[config.mk]
export PLATFORM = sky130hd
export DESIGN_NAME = dsp_operand_addressing_repeat
export DESIGN_NICKNAME = d
export VERILOG_FILES = /design/src/common/dsp_addr_pkg.sv /design/src/hw/dsp_operand_addressing_repeat.sv
export SDC_FILE = /design/constraint.sdc
export NUM_CORES = 1
export LEC_CHECK = 0
export ABC_AREA = 1
export BUFFER_PORTS_ARGS = -buffer_cell sky130_fd_sc_hd__buf_2
export CAP_MARGIN = 20
export CORE_UTILIZATION = 50
export CTS_CLUSTER_DIAMETER = 80
export CTS_CLUSTER_SIZE = 20
export DETAILED_ROUTE_END_ITERATION = 8
export PLACE_DENSITY_LB_ADDON = 0.25
export SLEW_MARGIN = 20
export SYNTH_ARGS = -nofsm -noshare
export SYNTH_HDL_FRONTEND = slang
export SYNTH_SLANG_ARGS = --single-unit
[constraint.sdc]
create_clock -name ref_clk -period 4.1 [get_ports ref_clk]
set_input_delay 0 -clock ref_clk [delete_from_list [all_inputs] [get_ports ref_clk]]
set_output_delay 0 -clock ref_clk [all_outputs]
set_load 0.05 [all_outputs]
[src/common/dsp_addr_pkg.sv]
// Constants and types for operand address generation and instruction repeat
// Behaviour
// - In direct mode the low seven data address bits come from a field of the instruction word.
// - The direct address is the nine-bit page pointer placed above those seven bits, giving sixteen bits.
// - Direct mode divides data memory into 512 pages of 128 words, the page chosen only by the page pointer.
// - In indirect mode the selected auxiliary register supplies the operand address.
// - A three-bit selector picks one of eight auxiliary registers, value 0 to 7 meaning register zero to seven.
// - Indirect mode offers increment, decrement, add or subtract register zero, no change, and bit-reversed add or subtract.
// - Auxiliary arithmetic completes in the instruction's own cycle, after which register and selector may change.
// - Short immediates come from the single instruction word, long immediates from the second word.
// - An addition takes one program word with a short immediate and two with a long immediate.
// - The next instruction is fetched while the current one executes.
// - Execution takes longer when the operand fetch goes to external rather than internal memory.
// - The repeat instruction loads the counter from data memory in direct or indirect mode, or from an 8-bit immediate.
// - With N in the repeat counter the following instruction executes N plus one times.
// - Reset clears the repeat counter to zero.
// - From decode of the repeat instruction until its loop ends all interrupts, the nonmaskable one too, are held off.
// - Under repeat the repeated instruction issues one iteration per cycle when its operand is internal, one per three cycles when external.
package dsp_addr_pkg;
  localparam int DATA_W = 16;
  localparam int PAGE_W = 9;
  localparam int OFS_W = 7;
  localparam int NUM_AUX = 8;
  localparam int SEL_W = 3;
  localparam int SHORT_IMM_W = 8;
  localparam int OP_W = 3;
  // Instruction word fields
  localparam int OFS_LSB = 0;
  localparam int IND_OP_LSB = 4;
  localparam int SEL_LOAD_BIT = 3;
  localparam int NEXT_SEL_LSB = 0;
  localparam int SHORT_IMM_LSB = 0;
  // Program words per instruction form, and the auxiliary register step
  localparam logic [DATA_W-1:0] ONE_WORD = 16'h0001;
  localparam logic [DATA_W-1:0] TWO_WORDS = 16'h0002;
  localparam logic [DATA_W-1:0] AUX_STEP = 16'h0001;
  // Reset values
  localparam logic [DATA_W-1:0] COUNT_RST = 16'h0000;
  localparam logic [DATA_W-1:0] PC_RST = 16'h0000;
  localparam logic [PAGE_W-1:0] PAGE_RST = 9'h000;
  // External operand access time and its cycle count at 50 MHz
  localparam int CLK_PERIOD_NS = 20;
  localparam int EXT_ACCESS_NS = 40;
  localparam int EXT_WAIT_CYC_I = (EXT_ACCESS_NS + CLK_PERIOD_NS - 1) / CLK_PERIOD_NS;
  localparam logic [1:0] EXT_WAIT_CYC = 2'(EXT_WAIT_CYC_I < 1 ? 1 : EXT_WAIT_CYC_I);

  typedef enum logic [2:0] {
    MODE_DIRECT = 3'h0,
    MODE_INDIRECT = 3'h1,
    MODE_SHORT_IMM = 3'h2,
    MODE_LONG_IMM = 3'h3,
    MODE_REGISTER = 3'h4
  } addr_mode_t;

  typedef enum logic [2:0] {
    IND_NONE = 3'h0,
    IND_INC = 3'h1,
    IND_DEC = 3'h2,
    IND_ADD0 = 3'h3,
    IND_SUB0 = 3'h4,
    IND_REV_ADD0 = 3'h5,
    IND_REV_SUB0 = 3'h6
  } ind_op_t;

  // Gray along idle, count load, armed, loop
  typedef enum logic [1:0] {
    ST_IDLE = 2'h0,
    ST_CNT_LOAD = 2'h1,
    ST_ARMED = 2'h3,
    ST_LOOP = 2'h2
  } seq_state_t;
endpackage : dsp_addr_pkg

[src/hw/dsp_operand_addressing_repeat.sv]
// Operand address generation, prefetch and repeat control of the DSP core
`timescale 1ns/1ps
module dsp_operand_addressing_repeat (
  input wire logic ref_clk, // Core clock, 50 MHz
  input wire logic srst, // Synchronous reset, active high
  input wire logic instr_valid, // Decoded instruction offered
  input wire logic [15:0] instr_word, // First instruction word
  input wire logic [15:0] instr_ext_word, // Second word of a two-word instruction
  input wire logic [2:0] addr_mode, // Addressing mode of the instruction
  input wire logic is_repeat, // Instruction is repeat_instr
  input wire logic operand_ext, // Operand fetch targets external memory
  input wire logic page_load, // Load data_page_pointer
  input wire logic [8:0] page_value, // New page pointer value
  input wire logic [15:0] mem_rdata, // Data memory word, in the same cycle as data_addr
  input wire logic irq_req_pin, // Maskable interrupt request, asynchronous
  input wire logic nmi_req_pin, // Nonmaskable interrupt request, asynchronous
  output logic instr_ready, // Can take an instruction this cycle
  output logic fetch_req, // Prefetch of the next instruction
  output logic [15:0] prog_addr, // Address of the instruction to prefetch
  output logic [15:0] data_addr, // Data operand address
  output logic data_addr_valid, // data_addr is meaningful
  output logic [15:0] imm_operand, // Immediate operand
  output logic imm_valid, // imm_operand is meaningful
  output logic iter_issue, // One execution of an instruction issued
  output logic [15:0] repeat_count_reg, // Repeat counter
  output logic repeat_active, // Repeat sequence under way
  output logic [2:0] aux_select_pointer, // Selected auxiliary register
  output logic [8:0] data_page_pointer, // Data page pointer
  output logic irq_grant, // Maskable interrupt taken
  output logic nmi_grant // Nonmaskable interrupt taken
);

  function automatic logic [15:0] rev16(input logic [15:0] v);
    logic [15:0] r;
    r = '0;
    for (int i = 0; i < 16; i++) begin
      r[i] = v[15-i];
    end
    return r;
  endfunction : rev16

  dsp_addr_pkg::seq_state_t state_r, state_nxt;
  logic [15:0] aux_r [dsp_addr_pkg::NUM_AUX];
  logic [15:0] aux_nxt [dsp_addr_pkg::NUM_AUX];
  logic [2:0] sel_r, sel_nxt;
  logic [8:0] page_r, page_nxt;
  logic [15:0] count_r, count_nxt;
  logic [15:0] pc_r, pc_nxt;
  logic [1:0] wait_r, wait_nxt;
  logic [15:0] held_word_r, held_word_nxt;
  logic [2:0] held_mode_r, held_mode_nxt;
  logic held_ext_r, held_ext_nxt;
  logic ready_r, ready_nxt;
  logic fetch_r, fetch_nxt;
  logic [15:0] daddr_r, daddr_nxt;
  logic dvalid_r, dvalid_nxt;
  logic [15:0] imm_r, imm_nxt;
  logic ivalid_r, ivalid_nxt;
  logic issue_r, issue_nxt;
  logic active_r, active_nxt;
  logic irq_g_r, irq_g_nxt;
  logic nmi_g_r, nmi_g_nxt;
  logic irq_s1_r, irq_s2_r, nmi_s1_r, nmi_s2_r;

  logic accept, loop_issue, issue;
  logic [15:0] cur_word, cur_aux, mod_aux;
  logic [2:0] cur_mode, cur_op;
  logic cur_ext;

  always_comb begin
    accept = instr_valid && ready_r;
    loop_issue = (state_r == dsp_addr_pkg::ST_LOOP) && (wait_r == 2'h0);
    issue = accept || loop_issue;
    cur_word = accept ? instr_word : held_word_r;
    cur_mode = accept ? addr_mode : held_mode_r;
    cur_ext = accept ? operand_ext : held_ext_r;
    cur_op = cur_word[dsp_addr_pkg::IND_OP_LSB +: dsp_addr_pkg::OP_W];
    cur_aux = aux_r[sel_r];
    // Same-cycle auxiliary arithmetic
    case (dsp_addr_pkg::ind_op_t'(cur_op))
      dsp_addr_pkg::IND_INC: mod_aux = cur_aux + dsp_addr_pkg::AUX_STEP;
      dsp_addr_pkg::IND_DEC: mod_aux = cur_aux - dsp_addr_pkg::AUX_STEP;
      dsp_addr_pkg::IND_ADD0: mod_aux = cur_aux + aux_r[0];
      dsp_addr_pkg::IND_SUB0: mod_aux = cur_aux - aux_r[0];
      dsp_addr_pkg::IND_REV_ADD0: mod_aux = rev16(rev16(cur_aux) + rev16(aux_r[0]));
      dsp_addr_pkg::IND_REV_SUB0: mod_aux = rev16(rev16(cur_aux) - rev16(aux_r[0]));
      default: mod_aux = cur_aux;
    endcase
  end

  // Operand path: addresses, immediates, auxiliary registers, page pointer
  always_comb begin
    aux_nxt = aux_r;
    sel_nxt = sel_r;
    page_nxt = page_load ? page_value : page_r;
    daddr_nxt = daddr_r;
    dvalid_nxt = 1'b0;
    imm_nxt = imm_r;
    ivalid_nxt = 1'b0;
    issue_nxt = 1'b0;
    pc_nxt = pc_r;
    fetch_nxt = 1'b0;
    if (issue) begin
      issue_nxt = !(accept && is_repeat);
      case (dsp_addr_pkg::addr_mode_t'(cur_mode))
        dsp_addr_pkg::MODE_DIRECT: begin
          daddr_nxt = {page_r, cur_word[dsp_addr_pkg::OFS_LSB +: dsp_addr_pkg::OFS_W]};
          dvalid_nxt = 1'b1;
        end
        dsp_addr_pkg::MODE_INDIRECT: begin
          daddr_nxt = cur_aux;
          dvalid_nxt = 1'b1;
          aux_nxt[sel_r] = mod_aux;
          if (cur_word[dsp_addr_pkg::SEL_LOAD_BIT]) begin
            sel_nxt = cur_word[dsp_addr_pkg::NEXT_SEL_LSB +: dsp_addr_pkg::SEL_W];
          end
        end
        dsp_addr_pkg::MODE_SHORT_IMM: begin
          imm_nxt = {8'h00, cur_word[dsp_addr_pkg::SHORT_IMM_LSB +: dsp_addr_pkg::SHORT_IMM_W]};
          ivalid_nxt = 1'b1;
        end
        dsp_addr_pkg::MODE_LONG_IMM: begin
          imm_nxt = instr_ext_word;
          ivalid_nxt = 1'b1;
        end
        default: begin
          dvalid_nxt = 1'b0;
        end
      endcase
    end
    if (accept) begin
      // Word count by form; next instruction fetched during this one
      pc_nxt = pc_r + ((addr_mode == dsp_addr_pkg::MODE_LONG_IMM) ?
                       dsp_addr_pkg::TWO_WORDS : dsp_addr_pkg::ONE_WORD);
      fetch_nxt = 1'b1;
    end
  end

  always_ff @(posedge ref_clk) begin
    if (srst) begin
      for (int i = 0; i < dsp_addr_pkg::NUM_AUX; i++) begin
        aux_r[i] <= 16'h0000;
      end
      sel_r <= 3'h0;
      page_r <= dsp_addr_pkg::PAGE_RST;
      daddr_r <= 16'h0000;
      dvalid_r <= 1'b0;
      imm_r <= 16'h0000;
      ivalid_r <= 1'b0;
      issue_r <= 1'b0;
      pc_r <= dsp_addr_pkg::PC_RST;
      fetch_r <= 1'b0;
    end else begin
      aux_r <= aux_nxt;
      sel_r <= sel_nxt;
      page_r <= page_nxt;
      daddr_r <= daddr_nxt;
      dvalid_r <= dvalid_nxt;
      imm_r <= imm_nxt;
      ivalid_r <= ivalid_nxt;
      issue_r <= issue_nxt;
      pc_r <= pc_nxt;
      fetch_r <= fetch_nxt;
    end
  end

  // Repeat sequencer, external wait and interrupt masking
  always_comb begin
    state_nxt = state_r;
    count_nxt = count_r;
    held_word_nxt = held_word_r;
    held_mode_nxt = held_mode_r;
    held_ext_nxt = held_ext_r;
    wait_nxt = (wait_r != 2'h0) ? wait_r - 2'h1 : 2'h0;
    if (issue && cur_ext) begin
      wait_nxt = dsp_addr_pkg::EXT_WAIT_CYC;
    end
    case (state_r)
      dsp_addr_pkg::ST_IDLE: begin
        if (accept && is_repeat) begin
          if (addr_mode == dsp_addr_pkg::MODE_DIRECT || addr_mode == dsp_addr_pkg::MODE_INDIRECT) begin
            state_nxt = dsp_addr_pkg::ST_CNT_LOAD;
          end else begin
            count_nxt = {8'h00, instr_word[dsp_addr_pkg::SHORT_IMM_LSB +: dsp_addr_pkg::SHORT_IMM_W]};
            state_nxt = dsp_addr_pkg::ST_ARMED;
          end
        end
      end
      dsp_addr_pkg::ST_CNT_LOAD: begin
        count_nxt = mem_rdata;
        state_nxt = dsp_addr_pkg::ST_ARMED;
      end
      dsp_addr_pkg::ST_ARMED: begin
        if (accept) begin
          held_word_nxt = instr_word;
          held_mode_nxt = addr_mode;
          held_ext_nxt = operand_ext;
          if (count_r == 16'h0000) begin
            state_nxt = dsp_addr_pkg::ST_IDLE;
          end else begin
            count_nxt = count_r - 16'h0001;
            state_nxt = dsp_addr_pkg::ST_LOOP;
          end
        end
      end
      dsp_addr_pkg::ST_LOOP: begin
        if (loop_issue) begin
          if (count_r == 16'h0000) begin
            state_nxt = dsp_addr_pkg::ST_IDLE;
          end else begin
            count_nxt = count_r - 16'h0001;
          end
        end
      end
      default: begin
        state_nxt = dsp_addr_pkg::ST_IDLE;
      end
    endcase
    ready_nxt = (wait_nxt == 2'h0) && (state_nxt != dsp_addr_pkg::ST_CNT_LOAD) &&
                (state_nxt != dsp_addr_pkg::ST_LOOP);
    active_nxt = (state_nxt != dsp_addr_pkg::ST_IDLE);
    // Masked from decode of the repeat to the end of its loop
    nmi_g_nxt = nmi_s2_r && !active_nxt && (state_r == dsp_addr_pkg::ST_IDLE) && !accept;
    irq_g_nxt = irq_s2_r && !nmi_s2_r && !active_nxt && (state_r == dsp_addr_pkg::ST_IDLE) && !accept;
  end

  always_ff @(posedge ref_clk) begin
    irq_s1_r <= irq_req_pin;
    irq_s2_r <= irq_s1_r;
    nmi_s1_r <= nmi_req_pin;
    nmi_s2_r <= nmi_s1_r;
    if (srst) begin
      state_r <= dsp_addr_pkg::ST_IDLE;
      count_r <= dsp_addr_pkg::COUNT_RST;
      held_word_r <= 16'h0000;
      held_mode_r <= 3'h0;
      held_ext_r <= 1'b0;
      wait_r <= 2'h0;
      ready_r <= 1'b0;
      active_r <= 1'b0;
      irq_g_r <= 1'b0;
      nmi_g_r <= 1'b0;
    end else begin
      state_r <= state_nxt;
      count_r <= count_nxt;
      held_word_r <= held_word_nxt;
      held_mode_r <= held_mode_nxt;
      held_ext_r <= held_ext_nxt;
      wait_r <= wait_nxt;
      ready_r <= ready_nxt;
      active_r <= active_nxt;
      irq_g_r <= irq_g_nxt;
      nmi_g_r <= nmi_g_nxt;
    end
  end

  assign instr_ready = ready_r;
  assign fetch_req = fetch_r;
  assign prog_addr = pc_r;
  assign data_addr = daddr_r;
  assign data_addr_valid = dvalid_r;
  assign imm_operand = imm_r;
  assign imm_valid = ivalid_r;
  assign iter_issue = issue_r;
  assign repeat_count_reg = count_r;
  assign repeat_active = active_r;
  assign aux_select_pointer = sel_r;
  assign data_page_pointer = page_r;
  assign irq_grant = irq_g_r;
  assign nmi_grant = nmi_g_r;

  // Checking: issues counted per repeat sequence
  logic [16:0] chk_n_r, chk_iss_r;
  always_ff @(posedge ref_clk) begin
    if (srst) begin
      chk_iss_r <= 17'h0_0000;
      chk_n_r <= 17'h0_0000;
    end else begin
      // Expected runs taken as the count enters the armed state
      if (state_nxt == dsp_addr_pkg::ST_ARMED && state_r != dsp_addr_pkg::ST_ARMED) begin
        chk_n_r <= {1'b0, count_nxt} + 17'h0_0001;
      end
      if (state_r == dsp_addr_pkg::ST_IDLE) begin
        chk_iss_r <= 17'h0_0000;
      end else if (issue) begin
        chk_iss_r <= chk_iss_r + 17'h0_0001;
      end
    end
  end
endmodule : dsp_operand_addressing_repeat

Word-level counts from Yosys, hierarchy flattened --
Cells that the tools add are included.
Storage, ports and cells: register bits after elaboration 232, input bits 68, output and inout port bits 84, logic and storage cells 133
Operators by class: add/subtract/negate cells 9, magnitude comparators 2, eq/ne operators 20, multiplexer cells 31, bitwise logic cells 2, reduce and logical (&&, ||, !) cells 38
Operator list (number):
- $bwmux W128 | 1
- $mux W16 | 8
- $pmux W16 S6 | 1
- $pmux W16 S2 | 2
- $pmux W16 S4 | 1
- $bmux W16 S3 | 1
- $demux W16 S3 | 1
- $add A16 B16 Y16 | 2
- $sub A16 B1 Y16 const B | 2
- $sub A16 B16 Y16 | 2
- $mux W2 | 9
- $add A16 B1 Y16 const B | 1
- $add A16 B2 Y16 | 1
- $logic_not A16 Y1 | 1
- $eq A3 B2 Y1 const B | 5
- $logic_and A1 B1 Y1 | 14
- $ne A2 B2 Y1 const B | 5
- $eq A3 B1 Y1 const B | 3
- $eq A3 B3 Y1 const B | 3
- $mux W8 | 1
- $pmux W2 S4 | 1
- $reduce_bool A2 Y1 | 4
- $logic_not A2 Y1 | 3
- $logic_not A3 Y1 | 2
- other kinds (16) | 28

Depth between registers and ports, before layout --
Gate-level depths: netlist of run 1.
depth in word-level cells 10, depth in mapped cells 25, depth with buffers taken out 23

Least setup slack after synthesis of run 1 --
No wires, ideal clock.
kind flip-flop to flip-flop, start point register sel_r[0] (netlist: aux_select_pointer[0]), end point register aux_r[103] in the netlist's numbering, library setup time 0.109 ns, arrival time 3.575 ns, required time 3.991 ns, slack 0.416 ns, stages on the path, launching flop included 22, buffers on the path 4, period minus slack after synthesis 3.684 ns, path through dfxtp_1 -> buf_4 -> inv_1 -> buf_2 -> nand2_1 -> buf_2 -> nor2_1 -> a221oi_1 -> nand3_1 -> ha_1 -> clkbuf_1 -> inv_1 -> a21oi_1 -> nand2_1 -> nand2_1 -> nand3_1 -> nand3_1 -> o21ai_0 -> nor2_1 -> nand3_1 -> nand2_1 -> inv_1
On the way: cells in the longest elaborated chain, start to end 7, elaborated cells on any way between the ends 17, those cells by class add/sub: 6; order compare: 2; mux: 7; bitwise: 1; reduce/logical: 1
RTL lines:
- from (decl) | line dsp_operand_addressing_repeat.sv:45 | logic [2:0] sel_r, sel_nxt;
- from (signal assigned) | line dsp_operand_addressing_repeat.sv:155 | sel_r <= sel_nxt;
- $not A3 Y4 (not written as such) * | line dsp_operand_addressing_repeat.sv:78, dsp_operand_addressing_repeat.sv:113
- $bmux W16 S3 | line dsp_operand_addressing_repeat.sv:78 | cur_aux = aux_r[sel_r];
- $mux W16 (not written as such) (2 in series) | line dsp_operand_addressing_repeat.sv:78
- $sub A16 B16 Y16, or another cell as far along | line dsp_operand_addressing_repeat.sv:86 | dsp_addr_pkg::IND_REV_SUB0: mod_aux = rev16(rev16(cur_aux) - rev16(aux_r[0]));
- $pmux W16 S6 | line dsp_operand_addressing_repeat.sv:80 | case (dsp_addr_pkg::ind_op_t'(cur_op))
- $bwmux W128 * | line dsp_operand_addressing_repeat.sv:113 | aux_nxt[sel_r] = mod_aux;
- to (signal assigned) | line dsp_operand_addressing_repeat.sv:154 | aux_r <= aux_nxt;
- to (decl) | line dsp_operand_addressing_repeat.sv:43 | logic [15:0] aux_r [dsp_addr_pkg::NUM_AUX];
Every way passes the cells marked *; elsewhere a longest branch is shown, timed or not. The select of a mux whose other input is x is not followed. A chain may end at the register's enable or synchronous reset.

Worst setup path after layout of run 1 --
start point register sel_r[1] (netlist: aux_select_pointer[1]), end point register aux_r[41] in the netlist's numbering
The elaborated chain is that of the path after synthesis.

==> results of run 1 <==
==> timing repair <==
item	in CTS	in global routing
hold buffers	74	0
setup buffers	0	0
resized for setup	0	3
endpoints found under the setup margin	0	11
endpoints found under the hold margin	55	0
==> path summary, 6_finish.rpt <==
| check | startpoint | endpoint | slack [ns] | cells after the start |
|---|---|---|---|---|
| max | aux_select_pointer[1] | aux_r[41] | 0.22 | 16 |
| min reg2reg | irq_s1_r | irq_s2_r | 0.33 | 0 |
| min | instr_word[4] | held_word_r[4] | 0.03 | 5 |
| max reg2reg | aux_select_pointer[1] | aux_r[41] | 0.22 | 16 |
==> report_power, final <==
group	internal [W]	switching (W)
Clock	0.000801	0.000856
Sequential	0.00236	0.0000930
Combinational	0.000662	0.00150
Total	0.00382	0.00245
==> synthesized netlist by cell type (12+ instances only) <==
library cell	instances
o21ai_0	204
a21oi_1	200
o21ai_1	12
inv_1	245
o21a_1	19
buf_2	19
clkbuf_1	44
dfxtp_1	232
o22ai_1	35
nor2_1	263
ha_1	51
nand2_1	370
nand3_1	146
nand4_1	17
nor3_1	26
inv_2	12
a31oi_1	14
==> metal layers <==
metal / routed length [um] / vias to the layer above / GRT usage [%] / part of all wire [%]
met5: 0 / - / 0 / 0
met4: 1870 / 0 / 13.0 / 3.8
met3: 4230 / 126 / 5.95 / 8.7
met2: 22100 / 680 / 55.4 / 45
met1: 20400 / 7016 / 43.2 / 42
li1: - / 7349 / - / -
==> critical path: stages, from the launching register on <==
cell	delay, ns
dfxtp_1	0.49
buf_4	0.22
nand3_1	0.10
inv_1	0.43
a22oi_1	0.18
o2111ai_1	0.23
ha_1	0.37
inv_1	0.17
a21oi_1	0.21
nand2_1	0.14
nand2_1	0.08
nand2_1	0.13
o21ai_0	0.31
nand2_1	0.10
nand3b_2	0.36
nor2_1	0.16
nor2_1	0.05
==> through the flow <==
| stage | util (%) | TNS [ns] | power (W) | hold WS [ns] | instance area (um^2) |
|---|---|---|---|---|---|
| 6_report | 61.0 | 0 | 0.00627 | 0.0329 | 16500 |
| 3_3_place_gp | 56.4 | 0 | 0.00451 | 0.105 | 15200 |
| 2_1_floorplan | - | 0 | 0.00389 | 0.0277 | 13800 |
| 4_1_cts | 61.0 | 0 | 0.00623 | 0.0201 | 16500 |
| 3_5_place_dp | 56.4 | 0 | 0.00453 | 0.104 | 15200 |
| 5_1_grt | 61.0 | -0.108 | 0.00656 | 0.0558 | 16500 |
==> final cells by class <==
class / instances / area share (%)
clock buffer: 18 / 2.66
clock inverter: 4 / 0.394
inverter: 267 / 6.13
multi-input combinational: 1488 / 46.8
sequential: 232 / 28.2
tap: 341 / 2.59
timing repair buffer: 312 / 13.2
==> cell families after synthesis <==
logic type | share of synthesized area, %
compound gates | 21.6
xor+xnor | 0.697
fa+ha+maj | 5.20
flops | 33.6
mux | 0.0724
buf+inv | 10.6
simple gates | 28.3
==> impl_metrics.env, run 1 <==
export IMPL_status="finished clean"
export IMPL_finalCritPeriodShare_pct=94.5
export IMPL_nets=2441
export IMPL_die_area_mm2=0.0283
export IMPL_synth_ff_latch_count=232
export IMPL_layout_common_cells="nand2_1, nor2_1, inv_1, dfxtp_1, o21ai_0"
export IMPL_num_vias=15200
export IMPL_power_density_mw_per_mm2=380
export IMPL_synth_cells=2073
export IMPL_diodes=0
export IMPL_vdd_drop_max_v=0.000353
export IMPL_path_max_fanout=11
export IMPL_largest_reg_flops=128
export IMPL_seqCellArea_mm2=0.00464
export IMPL_crit_type="flop to flop"
export IMPL_drive_above_1_share_pct=14.0
export IMPL_layout_setup_ws_ns=0.225
export IMPL_arrival_ns=4.26
export IMPL_synth_area_top_cells="dfxtp_1, nand2_1, o21ai_0"
export IMPL_grt_pass1_vias=14100
export IMPL_hold_viol=0
export IMPL_drc=0
export IMPL_multiInputGateArea_mm2=0.00773
export IMPL_io_pins=152
export IMPL_grt_util_all_layers_pct=33.5
export IMPL_via_per_inst=5.70
export IMPL_syn_nets=2196
export IMPL_synth_top_cell_area_share_pct=33.6
export IMPL_overflow=0
export IMPL_cts_tree="done"
export IMPL_ctsRootBufferMaster="clkbuf_16"
export IMPL_htreeDepth=1
export IMPL_final_common_cell="nand2_1"
export IMPL_grt_start_max_net_pins=76
export IMPL_die_x_um=168
export IMPL_fillCellCount=2553
export IMPL_wl_mm=48.6
export IMPL_grt_pass1_wl_mm=75.2
export IMPL_wire_per_inst_um=18.3
export IMPL_portBuffers=143
export IMPL_first_pass_iters=5
export IMPL_rsz0062_at_grt="yes"
export IMPL_yosysWarnings=0
export IMPL_ys_seq_area_share_pct=33.6
export IMPL_clock_sinks=232
export IMPL_hp_class="input pin to flop"
export IMPL_synthDistinctLibCells=58
export IMPL_p_leak_nw=8.14
export IMPL_ant_nets=0
export IMPL_synth_enable_flop_cells=0
export IMPL_gp_congestion=1.01
export IMPL_start_util_pct=51.1
export IMPL_drt_iter0_drc=1596
export IMPL_maxCapViolCount=0
export IMPL_regMostFlops="aux_r"
export IMPL_fin_skew_ns=0.0306
export IMPL_setup_violations=0
export IMPL_synth_cell_area_mm2=0.0138
export IMPL_post_dp_hpwl_mm=35.6
export IMPL_slew_violations=0
export IMPL_numCtsBuffers=17
export IMPL_die_h_um=168
export IMPL_syn_area_per_cell_um2=6.67
export IMPL_async_reset_ff_share_pct=0
export IMPL_clock_latency_ns=0.51
export IMPL_yosysTopAreaCell="dfxtp_1"
export IMPL_layoutNonFillerInstCount=2662
export IMPL_max_slew_worst_pin_slew_ns=1.05
export IMPL_clock_path_buffers=3
export IMPL_place_ws_ns=0.378
export IMPL_min_period_ns=3.88
export IMPL_start_kind="flop"
export IMPL_area_delta_synth_final_pct=19.4
export IMPL_clkTransAtPathRegs_ns=0.09
export IMPL_maxSlewHeadroom_pct=29.8
export IMPL_grt_antenna_before_repair=0
export IMPL_fmax_mhz=258
export IMPL_core_area_mm2=0.0270
export IMPL_fp_row_count=60
export IMPL_cp_end_kind="flop"
export IMPL_crit_required_ns=4.49
export IMPL_place_inst=2566
export IMPL_synth_main_ff_cell="dfxtp_1"
Power figures use the tool's default switching activity.
==> run 2, diff against run 1 <==
==> constraint.sdc (replaced) <==
create_clock -name ref_clk -period 4.1 [get_ports ref_clk]
set_input_delay 0.205 -clock ref_clk [delete_from_list [all_inputs] [get_ports ref_clk]]
set_output_delay 0.205 -clock ref_clk [all_outputs]
set_load 0.05 [all_outputs]
==> run 2 against run 1 <==
Compared with the run above:
- cell area decreased by 2.5%
- largest cell class unchanged
- largest power group unchanged
- global-route usage decreased by 0.83 points
- worst setup slack got worse by 0.020 ns
- combinational power decreased by 6%
- flip-flop and latch count unchanged
- sequential power about the same
- die area unchanged
- maximum frequency decreased by 0.51%
- core utilization decreased by 1.5 points
- clock-buffer cell count unchanged
- critical path type unchanged
- cell count decreased by 1.4%
==> impl_metrics.env, run 2 (synthesis gave the netlist of run 1 again) <==
export IMPL_grt_util_all_layers_pct=32.6
export IMPL_drive_above_1_share_pct=14.6
export IMPL_wl_mm=46.9
export IMPL_rsz0062_at_grt="yes"
export IMPL_die_h_um=168
export IMPL_diodes=0
export IMPL_maxCapViolCount=0
export IMPL_die_area_mm2=0.0283
export IMPL_p_leak_nw=7.96
export IMPL_drc=0
export IMPL_maxSlewHeadroom_pct=33.5
export IMPL_post_dp_hpwl_mm=35.4
export IMPL_min_period_ns=3.90
export IMPL_nets=2405
export IMPL_cts_tree="done"
export IMPL_numCtsBuffers=17
export IMPL_cp_cell_sequence="nand2_1 -> nand2_1 -> nand2_2 -> nand3_2 -> nand3_1 -> inv_1 -> a211oi_1 -> ha_1 -> nand2_1 -> nor2_1 -> a211oi_1 -> nand3_1 -> nand3_1 -> nand3_2 -> o21ai_0 -> inv_1"
export IMPL_grt_use_met1_pct=43.5
export IMPL_power_density_mw_per_mm2=383
export IMPL_hold_path_depth=3
export IMPL_io_pins=152
export IMPL_num_vias=14700
export IMPL_area_delta_synth_final_pct=16.4
export IMPL_use_met3_pct=5.10
export IMPL_status="finished clean"
export IMPL_worst_path_max_delay_cell="a211oi_1"
export IMPL_drt_iter0_drc=1456
export IMPL_start_util_pct=51.1
export IMPL_regMostFlops="aux_r"
export IMPL_fmax_mhz=257
export IMPL_grt_pass1_vias=13500
export IMPL_grt_start_max_net_pins=70
export IMPL_gp_congestion=1.01
export IMPL_place_area_mm2=0.0153
export IMPL_cp_end_kind="flop"
export IMPL_grt_busiest_layer="met2"
export IMPL_htreeDepth=1
export IMPL_critPathTopFamily="simple AND/OR/NAND/NOR gates"
export IMPL_crit_type="flop to flop"
export IMPL_layout_setup_ws_ns=0.205
export IMPL_arrival_ns=4.31
export IMPL_clkTransAtPathRegs_ns=0.08
export IMPL_max_slew_worst_pin_slew_ns=0.994
export IMPL_first_pass_iters=6
export IMPL_ant_nets=0
export IMPL_wire_per_inst_um=17.8
export IMPL_overflow=0
export IMPL_slowest_delay_ns=0.48
export IMPL_fp_row_count=60
export IMPL_finalCritPeriodShare_pct=95.0
export IMPL_place_ws_ns=0.207
export IMPL_grt_antenna_before_repair=0
export IMPL_portBuffers=143
export IMPL_hp_class="input pin to flop"
export IMPL_hold_viol=0
export IMPL_core_area_mm2=0.0270
export IMPL_final_common_cell="nand2_1"
export IMPL_layout_common_cells="nand2_1, nor2_1, inv_1, dfxtp_1, o21ai_0"
export IMPL_clock_path_buffers=3
export IMPL_slew_violations=0
export IMPL_path_buf_inv=2
export IMPL_reg2regPathDepth=16
export IMPL_use_met2_pct=54.3
export IMPL_stdcell_area_mm2=0.0161
export IMPL_via_per_inst=5.62
export IMPL_cp_depth=16
export IMPL_vdd_drop_max_v=0.000321
export IMPL_path_max_fanout=9
export IMPL_ctsRootBufferMaster="clkbuf_16"
export IMPL_grt_pass1_wl_mm=73.5
export IMPL_setup_violations=0
export IMPL_largest_reg_flops=128
export IMPL_clock_sinks=232
export IMPL_crit_required_ns=4.51
export IMPL_start_kind="flop"
export IMPL_clock_latency_ns=0.52
export IMPL_fin_skew_ns=0.0516
export IMPL_die_x_um=168
-- run 2: worst register-to-register path, cell delays in order (launching register included) --
cell,delay (ns)
dfxtp_1,0.38
nand2_1,0.20
nand2_1,0.09
nand2_2,0.16
nand3_2,0.24
nand3_1,0.29
inv_1,0.21
a211oi_1,0.48
ha_1,0.38
nand2_1,0.14
nor2_1,0.07
a211oi_1,0.31
nand3_1,0.13
nand3_1,0.20
nand3_2,0.24
o21ai_0,0.24
inv_1,0.06
-- run 2: path summary, 6_finish.rpt --
| check | from | to | slack (ns) |
|---|---|---|---|
| hold reg to reg | irq_s1_r | irq_s2_r | 0.35 |
| setup reg to reg | instr_ready | aux_r[61] | 0.20 |
| hold / removal | mem_rdata[5] | repeat_count_reg[5] | 0.01 |
| setup / recovery | instr_ready | aux_r[61] | 0.20 |
-- run 2: metrics by stage --
| step | utilization (%) | hold slack, ns | TNS, ns | std cells | power (W) |
|---|---|---|---|---|---|
| after detailed placement | 56.5 | 0.309 | 0 | 2573 | 0.00448 |
| final | 59.5 | 0.0139 | 0 | 2626 | 0.00616 |
| after global placement | 56.5 | 0.311 | 0 | 2573 | 0.00446 |
| after global routing | 59.5 | 0.0222 | -0.0318 | 2626 | 0.00645 |
| after CTS | 59.4 | 0.000518 | 0 | 2623 | 0.00614 |
| after floorplan | - | 0.233 | 0 | 2073 | 0.00389 |
-- run 2: area by class of cell --
class	instances	area, um^2
Clock buffer	18	439
Clock inverter	4	61.3
Fill cell	2619	10900
Inverter	267	1010
Multi-Input combinational cell	1488	7720
Sequential cell	232	4640
Tap cell	341	427
Timing Repair Buffer	276	1780
-- run 2: timing repair --
item                                   in CTS  in global routing
hold buffers                               28                  0
setup endpoints to repair                   0                 22
endpoints found under the hold margin      28                  0
setup buffers                               0                  2
resized for setup                           0                  2
-- run 2: where the power goes --
group	switching (W)	total, W	internal (W)
registers	0.0000931	0.00245	0.00236
logic	0.00144	0.00205	0.000606
clock network	0.000860	0.00166	0.000797
total	0.00240	0.00616	0.00376
-- run 2: routing by layer --
layer | share of wire, % | vias up
met5 | 0 | -
met4 | 3.0 | 0
met3 | 7.9 | 87
met2 | 45 | 573
met1 | 44 | 6801
li1 | - | 7287
